**src/design/boot_option_cfg.svh**
```systemverilog
// constants for the boot option word loader: offsets, fields, resets
// assumes a 16-bit register port and a 16-bit word-wide flash read port
`ifndef BOOT_OPTION_CFG_SVH
`define BOOT_OPTION_CFG_SVH

// option area word addresses, segment 0
`define OPT_AREA_16K_W0    16'h3FD8
`define OPT_AREA_32K_W0    16'h7FD8
`define OPT_WORD_STRIDE    16'h0002

// register offsets
`define REG_OPT_WORD0      16'hF920
`define REG_OPT_WORD1      16'hF922
`define REG_OPT_WORD2      16'hF924
`define REG_LOADER_STAT    16'hF926
`define REG_REMAP_ADDR     16'hF928

// reset values
`define OPT_WORD_RESET     16'hFFFF
`define REMAP_ADDR_RESET   16'h0000
`define BOOT_ADDR_DEFAULT  16'h0000

// option word 0 fields
`define W0_DOG_RUN_BIT     0
`define W0_DOG_HALT_BIT    2
`define W0_REMAP_DIS_BIT   8
`define W0_ROM_GUARD_BIT   12
// option word 1 fields
`define W1_TRACE_OFF_BIT   7
// option word 2 fields
`define W2_SRC_SEL_BIT     15
`define W2_SEG_HI          14
`define W2_SEG_LO          12
`define W2_ADDR_HI         11
`define W2_ADDR_LO         8

// remap address register layout
`define RA_ADDR_HI         15
`define RA_ADDR_LO         12
`define RA_SEG_HI          2
`define RA_SEG_LO          0
`define RA_WRITE_MASK      16'hF007

// loader status register fields
`define ST_INIT_BIT        0
`define ST_ID_EXT_BIT      1

// data ram windows
`define RAM_BASE_FULL      16'hE800
`define RAM_BASE_TRACE     16'hEC00

`define OPT_WORD_COUNT     3

`endif

```
**src/design/boot_option_pkg.sv**
```systemverilog
// types for the boot option word loader
// assumes boot_option_cfg.svh holds all numeric constants
package boot_option_pkg;

    typedef enum logic [1:0]
    {
        LD_REQ  = 2'b00,
        LD_WAIT = 2'b01,
        LD_DONE = 2'b10
    } load_state_t;

    typedef logic [15:0] word_t;

endpackage

```
**src/design/boot_option_word_loader.sv**
```systemverilog
// boot option word loader: fetches three option words from flash after
// every system reset, mirrors them read-only and drives the configured units
// assumes a flash that answers each read with an ack and holds data with it
`include "boot_option_cfg.svh"
`timescale 1ns/1ps
`default_nettype none

module boot_option_word_loader
    import boot_option_pkg::*;
#(
    parameter bit MEM_IS_32K = 1'b1
)
(
    input  wire logic        ref_clk,
    input  wire logic        rst_b,
    // register port
    input  wire logic [15:0] reg_addr,
    input  wire logic [15:0] reg_wdata,
    input  wire logic        reg_wr,
    input  wire logic        reg_rd,
    input  wire logic        reg_byte,
    output logic      [15:0] reg_rdata,
    // flash read port
    output logic             flash_rd_req,
    output logic      [15:0] flash_addr,
    input  wire logic        flash_ack,
    input  wire logic [15:0] flash_rdata,
    // debugger and cpu reset events
    input  wire logic        dbg_attached,
    input  wire logic        cpu_brk_reset,
    // configured units
    output logic             init_error_flag,
    output logic             rom_guard_reset_en,
    output logic             remap_disable,
    output logic             dog_run_en,
    output logic             dog_halt_run_en,
    output logic             trace_off,
    output logic             trace_ram_reserved,
    output logic      [15:0] data_ram_base,
    output logic             id_extension_bit0,
    output logic             boot_remap_src_sel,
    output logic      [15:0] remap_address_reg,
    output logic             boot_start_valid,
    output logic      [15:0] boot_start_addr,
    output logic      [2:0]  boot_start_seg
);

    ////////////////////////////////////////////////////////////////////////
    // reset release

    // rst_b clears both flops at once; release reaches logic 2 edges on
    logic rst_meta_q;
    logic rst_n_q;

    always_ff @(posedge ref_clk or negedge rst_b)
    begin
        if (!rst_b)
        begin
            rst_meta_q <= 1'b0;
            rst_n_q    <= 1'b0;
        end
        else
        begin
            rst_meta_q <= 1'b1;
            rst_n_q    <= rst_meta_q;
        end
    end

    ////////////////////////////////////////////////////////////////////////
    // helpers

    // word index of a mirror address, 3 when not a mirror
    function automatic logic [1:0] mirror_index(input logic [15:0] a);
        logic [15:0] w;
        w = {a[15:1], 1'b0};
        if (w == `REG_OPT_WORD0)
            mirror_index = 2'd0;
        else if (w == `REG_OPT_WORD1)
            mirror_index = 2'd1;
        else if (w == `REG_OPT_WORD2)
            mirror_index = 2'd2;
        else
            mirror_index = 2'd3;
    endfunction

    // remap register value implied by option word 2
    function automatic logic [15:0] remap_from_opt(input logic [15:0] w2);
        logic [15:0] v;
        v = `REMAP_ADDR_RESET;
        if (!w2[`W2_SRC_SEL_BIT])
        begin
            v[`RA_ADDR_HI:`RA_ADDR_LO] = w2[`W2_ADDR_HI:`W2_ADDR_LO];
            v[`RA_SEG_HI:`RA_SEG_LO]   = w2[`W2_SEG_HI:`W2_SEG_LO];
        end
        remap_from_opt = v;
    endfunction

    // true when byte address a falls in the word at even address r
    function automatic logic is_word_at(input logic [15:0] a,
                                        input logic [15:0] r);
        is_word_at = ({a[15:1], 1'b0} == r);
    endfunction

    // start address of a remap register value, low address bits zero
    function automatic logic [15:0] start_of_remap(input logic [15:0] ra);
        start_of_remap = {ra[`RA_ADDR_HI:`RA_ADDR_LO], 12'h000};
    endfunction

    ////////////////////////////////////////////////////////////////////////
    // load sequencer

    load_state_t state_q;
    logic [1:0]  word_idx_q;
    word_t       opt_q [0:`OPT_WORD_COUNT-1];
    logic [15:0] area_base;
    logic        last_word;

    assign area_base = MEM_IS_32K ? `OPT_AREA_32K_W0
                                  : `OPT_AREA_16K_W0;
    assign last_word = (word_idx_q == 2'(`OPT_WORD_COUNT - 1));

    // one request per option word, words in ascending order
    always_ff @(posedge ref_clk or negedge rst_n_q)
    begin
        if (!rst_n_q)
        begin
            state_q    <= LD_REQ;
            word_idx_q <= 2'd0;
        end
        else
        begin
            case (state_q)
                LD_REQ:
                begin
                    state_q <= LD_WAIT;
                end
                LD_WAIT:
                begin
                    if (flash_ack)
                    begin
                        if (last_word)
                            state_q <= LD_DONE;
                        else
                        begin
                            word_idx_q <= word_idx_q + 2'd1;
                            state_q    <= LD_REQ;
                        end
                    end
                end
                LD_DONE:
                begin
                    state_q <= LD_DONE;
                end
                default:
                begin
                    state_q <= LD_REQ;
                end
            endcase
        end
    end

    // option words start at blank value; flash ffff gives the same defaults
    always_ff @(posedge ref_clk or negedge rst_n_q)
    begin
        if (!rst_n_q)
        begin
            for (int i = 0; i < `OPT_WORD_COUNT; i++)
                opt_q[i] <= `OPT_WORD_RESET;
        end
        else if (state_q == LD_WAIT && flash_ack)
        begin
            opt_q[word_idx_q] <= flash_rdata;
        end
    end

    // request stands until the ack edge, then one idle cycle
    always_ff @(posedge ref_clk or negedge rst_n_q)
    begin
        if (!rst_n_q)
        begin
            flash_rd_req <= 1'b0;
            flash_addr   <= 16'h0000;
        end
        else if (state_q == LD_REQ)
        begin
            flash_rd_req <= 1'b1;
            flash_addr   <= area_base
                            + {13'd0, word_idx_q, 1'b0};
        end
        else if (flash_ack)
        begin
            flash_rd_req <= 1'b0;
        end
    end

    ////////////////////////////////////////////////////////////////////////
    // configuration outputs, taken once the load has finished

    logic loaded;
    logic trace_claim;
    assign loaded      = (state_q == LD_DONE);
    assign trace_claim = !trace_off && dbg_attached;

    // until the load ends every unit holds its safe default
    always_ff @(posedge ref_clk or negedge rst_n_q)
    begin
        if (!rst_n_q)
        begin
            init_error_flag    <= 1'b1;
            rom_guard_reset_en <= 1'b0;
            remap_disable      <= 1'b1;
            dog_run_en         <= 1'b0;
            dog_halt_run_en    <= 1'b0;
            trace_off          <= 1'b1;
            boot_remap_src_sel <= 1'b1;
        end
        else
        begin
            init_error_flag    <= !loaded;
            rom_guard_reset_en <= loaded
                                  && opt_q[0][`W0_ROM_GUARD_BIT];
            remap_disable      <= !loaded
                                  || opt_q[0][`W0_REMAP_DIS_BIT];
            dog_run_en         <= loaded
                                  && opt_q[0][`W0_DOG_RUN_BIT];
            dog_halt_run_en    <= loaded && opt_q[0][`W0_DOG_RUN_BIT]
                                  && opt_q[0][`W0_DOG_HALT_BIT];
            trace_off          <= !loaded
                                  || opt_q[1][`W1_TRACE_OFF_BIT];
            boot_remap_src_sel <= !loaded
                                  || opt_q[2][`W2_SRC_SEL_BIT];
        end
    end

    // trace claims ram only while a debugger is attached
    always_ff @(posedge ref_clk or negedge rst_n_q)
    begin
        if (!rst_n_q)
        begin
            trace_ram_reserved <= 1'b0;
            data_ram_base      <= `RAM_BASE_FULL;
            id_extension_bit0  <= 1'b0;
        end
        else
        begin
            trace_ram_reserved <= trace_claim;
            data_ram_base      <= trace_claim
                                  ? `RAM_BASE_TRACE
                                  : `RAM_BASE_FULL;
            id_extension_bit0  <= !trace_off;
        end
    end

    ////////////////////////////////////////////////////////////////////////
    // remap address register and start address

    logic        load_fin;
    logic        ra_wr;
    logic [15:0] opt_remap;

    assign load_fin  = (state_q == LD_WAIT) && flash_ack && last_word;
    assign ra_wr     = reg_wr && is_word_at(reg_addr, `REG_REMAP_ADDR);
    // remap value carried by the option word arriving on the last ack
    assign opt_remap = remap_from_opt(flash_rdata);

    // reset value comes from option word 2; load wins over a software write
    always_ff @(posedge ref_clk or negedge rst_n_q)
    begin
        if (!rst_n_q)
            remap_address_reg <= `REMAP_ADDR_RESET;
        else if (load_fin)
            remap_address_reg <= opt_remap;
        else if (ra_wr)
            remap_address_reg <= reg_wdata & `RA_WRITE_MASK;
    end

    always_ff @(posedge ref_clk or negedge rst_n_q)
    begin
        if (!rst_n_q)
        begin
            boot_start_valid <= 1'b0;
            boot_start_addr  <= `BOOT_ADDR_DEFAULT;
            boot_start_seg   <= 3'd0;
        end
        else if (load_fin)
        begin
            boot_start_valid <= 1'b1;
            if (opt_q[0][`W0_REMAP_DIS_BIT])
            begin
                boot_start_addr <= `BOOT_ADDR_DEFAULT;
                boot_start_seg  <= 3'd0;
            end
            else
            begin
                boot_start_addr <= start_of_remap(opt_remap);
                boot_start_seg  <= opt_remap[`RA_SEG_HI:`RA_SEG_LO];
            end
        end
        else if (cpu_brk_reset && loaded)
        begin
            if (remap_disable)
            begin
                boot_start_addr <= `BOOT_ADDR_DEFAULT;
                boot_start_seg  <= 3'd0;
            end
            else
            begin
                // break reset follows the live remap register
                boot_start_addr <= start_of_remap(remap_address_reg);
                boot_start_seg  <= remap_address_reg[`RA_SEG_HI:`RA_SEG_LO];
            end
        end
    end

    ////////////////////////////////////////////////////////////////////////
    // register read port, one cycle latency; mirrors ignore writes

    // status and remap words sit beside the three mirrors
    logic [15:0] rd_word;
    logic [1:0]  rd_idx;

    always_comb
    begin
        rd_idx  = mirror_index(reg_addr);
        rd_word = 16'h0000;
        if (rd_idx != 2'd3)
            rd_word = opt_q[rd_idx];
        else if (is_word_at(reg_addr, `REG_LOADER_STAT))
        begin
            rd_word[`ST_INIT_BIT]   = init_error_flag;
            rd_word[`ST_ID_EXT_BIT] = id_extension_bit0;
        end
        else if (is_word_at(reg_addr, `REG_REMAP_ADDR))
            rd_word = remap_address_reg;
    end

    // byte reads return the addressed half in the low byte
    always_ff @(posedge ref_clk or negedge rst_n_q)
    begin
        if (!rst_n_q)
            reg_rdata <= 16'h0000;
        else if (reg_rd && reg_byte)
            reg_rdata <= {8'h00, reg_addr[0] ? rd_word[15:8]
                                             : rd_word[7:0]};
        else if (reg_rd)
            reg_rdata <= rd_word;
        else
            reg_rdata <= 16'h0000;
    end

endmodule // boot_option_word_loader

`default_nettype wire

```
**config.mk**
```make
export PLATFORM = sky130hd
export DESIGN_NAME = boot_option_word_loader
export DESIGN_NICKNAME = d
export VERILOG_FILES = /design/src/design/boot_option_pkg.sv /design/src/design/boot_option_word_loader.sv
export VERILOG_INCLUDE_DIRS = /design/src /design/src/design
export SDC_FILE = /design/constraint.sdc
export NUM_CORES = 1
export LEC_CHECK = 0
export BUFFER_PORTS_ARGS = -buffer_cell sky130_fd_sc_hd__buf_2
export CAP_MARGIN = 40
export CORE_MARGIN = 8
export CORE_UTILIZATION = 30
export CTS_CLUSTER_DIAMETER = 200
export DETAILED_ROUTE_END_ITERATION = 6
export PLACE_DENSITY = 0.63
export SLEW_MARGIN = 20
export SYNTH_ARGS = -nofsm -noshare
export SYNTH_HDL_FRONTEND = slang
export SYNTH_SLANG_ARGS = --single-unit
```
**constraint.sdc**
```tcl
create_clock -name ref_clk -period 4.05 [get_ports ref_clk]
set_clock_uncertainty 0.15 [all_clocks]
set_input_delay 0.405 -clock ref_clk [delete_from_list [all_inputs] [get_ports ref_clk]]
set_output_delay 0.405 -clock ref_clk [all_outputs]
set_load 0.05 [all_outputs]
```
# Word-level counts from Yosys, hierarchy flattened
# Index checks and enable logic that the tools add are counted.
[classes]
n_addsub = 2
n_lt_le_gt_ge = 3
n_eq_ne = 10
mux = 34
n_bitwise = 3
n_reduce_logical = 20
[op_table]
columns = ["cell", "n"]
rows = [
  ["2-to-1 mux 16 bit", 13],
  ["equality test 15 bit (second input constant)", 5],
  ["bitwise mux 48 bit", 1],
  ["binary-select mux 16 bit (select 2 bit)", 1],
  ["demux 16 bit (select 2 bit)", 1],
  ["adder 15 x 3 -> 16 bit (first input constant)", 1],
  ["2-to-1 mux 3 bit", 5],
  ["2-to-1 mux 14 bit", 1],
  ["2-to-1 mux 11 bit", 1],
  ["logical AND 1 bit", 10],
  ["2-to-1 mux 2 bit", 5],
  ["2-to-1 mux 8 bit", 1],
  ["greater-or-equal comparator 3 bit (second input constant)", 2],
  ["NOT 2 -> 3 bit", 2],
  ["one-hot mux 2 bit (3 select lines)", 1],
  ["nonzero test 2 bit", 3],
  ["equality test 2 bit (second input constant)", 2],
  ["2-to-1 mux 4 bit", 1],
  ["!= test 2 bit (second input constant)", 2],
  ["logical OR 1 bit", 3],
  ["less-than comparator 3 x 1 -> 1 bit (second input constant)", 1],
  ["2-to-1 mux 1 bit", 3],
  ["AND reduction 3 bit", 1],
  ["adder 2 x 1 -> 2 bit (second input constant)", 1],
  ["other kinds (4)", 5],
]
[totals]
regBits = 146
input_bits = 56
out_inout_bits = 94

# Logic depth before layout (Yosys ltp)
[depth]
ltp_word = 11
depth_mapped = 7
mapped_depth_nobuf = 6

# Least setup slack after synthesis
# No wires, ideal clock.
[synth_timing]
path_type = "input-to-reg"
from = "input port reg_addr[7]"
to = "register reg_rdata[3]"
setup_time_ns = 0.072
arrival_time_ns = 2.005
setup_slack_ns = 1.823
path_stages = 7
path_cell_list = "nand4bb_1 -> clkbuf_1 -> or4_1 -> buf_2 -> a2bb2oi_1 -> mux2_2 -> nor2_1"
[synth_between]
elab_chain_cells = 11
[synth_lines]
columns = ["element", "line_no", "rtl"]
rows = [
  ["start, declared", "boot_option_word_loader.sv:17", "input wire logic [15:0] reg_addr,"],
  ["equality test 15 bit (no line)", "-", ""],
  ["2-to-1 mux 1 bit", "boot_option_word_loader.sv:80", "else if (w == `REG_OPT_WORD2)"],
  ["2-to-1 mux 2 bit", "boot_option_word_loader.sv:78", "else if (w == `REG_OPT_WORD1)"],
  ["2-to-1 mux 2 bit", "boot_option_word_loader.sv:76", "if (w == `REG_OPT_WORD0)"],
  ["NOT 2 -> 3 bit (implied by the code)", "boot_option_word_loader.sv:327", "rd_word = opt_q[rd_idx];"],
  ["binary-select mux 16 bit (select 2 bit)", "boot_option_word_loader.sv:327", ""],
  ["2-to-1 mux 16 bit (implied by the code) (2 in a row)", "boot_option_word_loader.sv:327", ""],
  ["2-to-1 mux 16 bit *", "boot_option_word_loader.sv:326", "if (rd_idx != 2'd3)"],
  ["2-to-1 mux 16 bit / 2-to-1 mux 8 bit (equally long branches)", "boot_option_word_loader.sv:345, boot_option_word_loader.sv:343", ""],
  ["2-to-1 mux 16 bit *", "boot_option_word_loader.sv:342", "else if (reg_rd && reg_byte)"],
  ["end signal, assigned", "boot_option_word_loader.sv:343", "reg_rdata <= {8'h00, reg_addr[0] ? rd_word[15:8]"],
  ["end signal, assigned", "boot_option_word_loader.sv:346", "reg_rdata <= rd_word;"],
  ["end, declared", "boot_option_word_loader.sv:22", "output logic [15:0] reg_rdata,"],
]
# Mark *: on every way between the ends. The rest lies on a longest branch, timed or not. The select of a mux whose other input is x is not followed.
# A chain may end at the register's enable or synchronous reset.

# Worst setup path after layout
[layout_timing]
from = "input port reg_addr[7]"
to = "register reg_rdata[4]"
# Same word-level chain as after synthesis.

==> summary.md <==
| Metric | Value |
|---|---|
| Largest buffer count on any clock path | `2` |
| Met2 wire len | `slightly above 6000 um` |
| Final Net Count | `556` |
| Synth top area cells | `dfstp_2 (29%), dfrtp_1 (25%), mux2_2 (12%)` |
| Max IR drop VDD | `333.0 uV` |
| Drt first pass iters | `4` |
| Setup Fix Bufs, Post-CTS | `0` |
| H-tree Lvls | `3` |
| Crit path largest cell delay | `between 0.6 and 0.7 ns` |
| CP bufs+invs | `1` |
| Overall Global Routing Usage | `between 10% and 20%` |
| Clock Latency Late Sink | `0.34 ns` |
| EDFF count, synth | `0` |
| Worst reg2reg path depth | `5` |
| Worst hold path cell count | `2` |
| Final design instance area without fill | `5608 um^2` |
| Lkg Pwr | `2.543 nW` |
| Initial DRC count | `293` |
| Register bit count reported by yosys | `98` |
| Final ANT Viol Nets | `0` |
| Die area | `19920 um^2` |
| Sequential share of the synthesized area | `53.58%` |
| Setup crit end kind | `flop` |
| DR WL/cell | `17.54 um` |
| CTS root buffer | `clkbuf_16` |
| Worst Hold End | `state_q[0]` |
| CTS tree | `yes` |
| Asr flop ratio synth | `100.0%` |
| Initial antenna violation count | `0` |
| Final Slew Violations | `0` |
| Multi-input logic area | `1859 um^2` |
| Synthesized area | `4698 um^2` |
| Final period util | `a little under two thirds` |
| Worst R2R Setup Slack | `1.55 ns` |
| Post-Synthesis Cells | `~400` |
| Final TNS setup | `0 ns` |
| Max Cap Violations | `0` |
| Arrival @ worst endpoint | `2.66 ns` |
| IO buf count | `101` |
| TritonCTS buffer count | `9` |
| Die Wd | `approximately 140 um` |
| Placed wire-length estimate | `9519 um` |
| Unrepaired setup endpoints after global routing | `no` |
| Placed Cells | `692` |
| Remaining Overflow, GRT | `0` |
| Initial Util | `30.79%` |
| WL final | `12510 um` |
| Status | `finished clean` |
| Share of cells above drive strength 1 | `47.01%` |
| Syn-to-layout area delta | `19.36%` |
| CP max FO | `8` |
| R2R Path End | `boot_start_addr[15]` |
| Top FF cell, synth | `dfstp_2` |
| Sinks on Clock Net | `98` |
| Metal-1 WL | `5057 um` |
| Area leader, netlist | `dfstp_2` |
| Synth Warn # | `0` |
| First-pass GRT wire length | `between 15000 and 20000 um` |
| GP Congestion | `0.8035` |
| # setup viols final | `0` |
| Crit path kind | `primary input to flop` |
| DRC | `0` |
| Clk slew on worst S/H paths | `approximately 0.06 ns` |
| Hold Buf Count CTS | `1` |
| PD cells | `721.5 nW/um^2` |
| Post-synth top area share | `just under 30%` |
| DR vias | `3294` |
| Final hold vios | `0` |
| Sequential Area | `2521 um^2` |
| Slew HR | `45.07%` |
| # IOs | `150` |
| Core area | `15260 um^2` |
| Hold slack | `between 0.1 and 0.15 ns` |
| Top layer in use | `met4` |
| Number of global-route vias before repair | `3324` |
| R2R Path Start | `state_q[1]` |
| # rows | `45` |
| Antenna diodes | `0` |
| Placement Cell Area | `5202 um^2` |
| Crit path max-delay family | `simple AND/OR/NAND/NOR gates` |
| Maximum number of pins on one net before global-route repair | `slightly above 50` |
| Die Y | `141.1 um` |
| Critical path startpoint category | `primary input` |
| Max reg flops | `48` |
| Synth Area per Inst | `11.63 um^2` |
| Min-delay src | `flash_ack` |
| CP required | `4.13 ns` |
| Final min period | `2.576 ns` |
| Crit-path cells | `buf_2, nand4bb_1, nor3_1, nor3b_1, a22oi_1, a311oi_1` |
| Post-route insts no fill | `between 700 and 800` |
| Count of cell types in the netlist | `48` |
| Slew @ Worst Pin | `0.8176 ns` |
| Max Clk Rate | `388.3 MHz` |
| Hold/Removal Path Class | `primary input to flop` |
| Post-CTS Resized | `0` |
| Post-DR vias/cell | `4.620` |
| Fillcell total | `1509` |
| Met3 WL | `1224 um` |
| CP max stage cell | `nor3b_1` |
## layout make-up
cell class	count	share of cell area [%]
Clock buffer	11	4.507
Clock inverter	5	1.785
Inverter	8	0.5355
Multi-Input combinational cell	271	33.15
Sequential cell	98	44.96
Tap cell	211	4.708
Timing Repair Buffer	109	10.35
## cell families after synthesis
group / count (synthesis) / synth area share [%]
DFF: 98 / 53.58
and+or+nand+nor: 100 / 11.85
buffers and inverters: 73 / 9.880
muxes: 61 / 14.35
xor gates and xnor gates: 1 / 0.1865
adders and majority gates: 3 / 0.7990
other: 2 / 0.1598
AOI/OAI and AO/OA: 66 / 9.188
## metal layers
layer / global-route usage [%] / vias up
met3: 3.984 / 8
met5: 0 / -
met1: 15.48 / 1644
li1: - / 1506
met4: 2.545 / 0
met2: 21.14 / 136
## cell usage after synthesis (4+ instances only)
| master | n |
|---|---|
| a211oi_1 | 6 |
| a21oi_1 | 23 |
| a22oi_1 | 11 |
| a311oi_1 | 4 |
| buf_4 | 50 |
| clkbuf_1 | 10 |
| dfrtp_1 | 46 |
| dfstp_2 | 52 |
| inv_1 | 8 |
| mux2_2 | 51 |
| mux2i_1 | 10 |
| nand2_1 | 37 |
| nand2b_1 | 6 |
| nor2_1 | 22 |
| nor3_1 | 5 |
| nor3b_1 | 8 |
| o21ai_1 | 8 |
## how the worst max path moves through the flow
stage | slack (ns) | cells past startpoint | endpoint | from
global route | 1.35 | 5 | boot_start_addr[15] | state_q[1]
finish | 1.47 | 6 | reg_rdata[4] | reg_addr[7]
global placement | 1.23 | 6 | reg_rdata[4] | reg_addr[7]
CTS | 1.50 | 6 | reg_rdata[4] | reg_addr[7]
floorplan | 1.06 | 0 | boot_start_addr[12] | rst_n_q
detailed placement | 1.14 | 6 | reg_rdata[4] | reg_addr[7]
## placed cells by master, fill, tap and decap left out, types with 6 or more instances in the layout
master / n
a211oi_1: 6
a21oi_1: 23
a22oi_1: 11
buf_2: 102
clkbuf_16: 9
conb_1: 40
dfrtp_1: 45
dfstp_2: 52
inv_1: 8
mux2_2: 51
mux2i_1: 10
nand2_1: 37
nand2b_1: 6
nor2_1: 22
nor3b_1: 8
o21ai_1: 8
## report_power, final
| group | total [mW] | switching, mW | leakage, nW | internal [mW] |
|---|---|---|---|---|
| combinational | 1.30 | 0.820 | 1.23 | 0.482 |
| sequential | 1.76 | 0.237 | 1.13 | 1.52 |
| clock | 0.988 | 0.353 | 0.176 | 0.635 |
## metrics by stage
stage          setup WS, ns  power, mW  util (%)
2_1_floorplan         1.059      2.746         -
3_3_place_gp          1.232      3.006     34.10
3_5_place_dp          1.141      3.073     34.10
4_1_cts               1.495      4.068     36.47
5_1_grt               1.346      4.251     36.75
6_report              1.474      4.046     36.75
(Power assumes the default switching activity.)
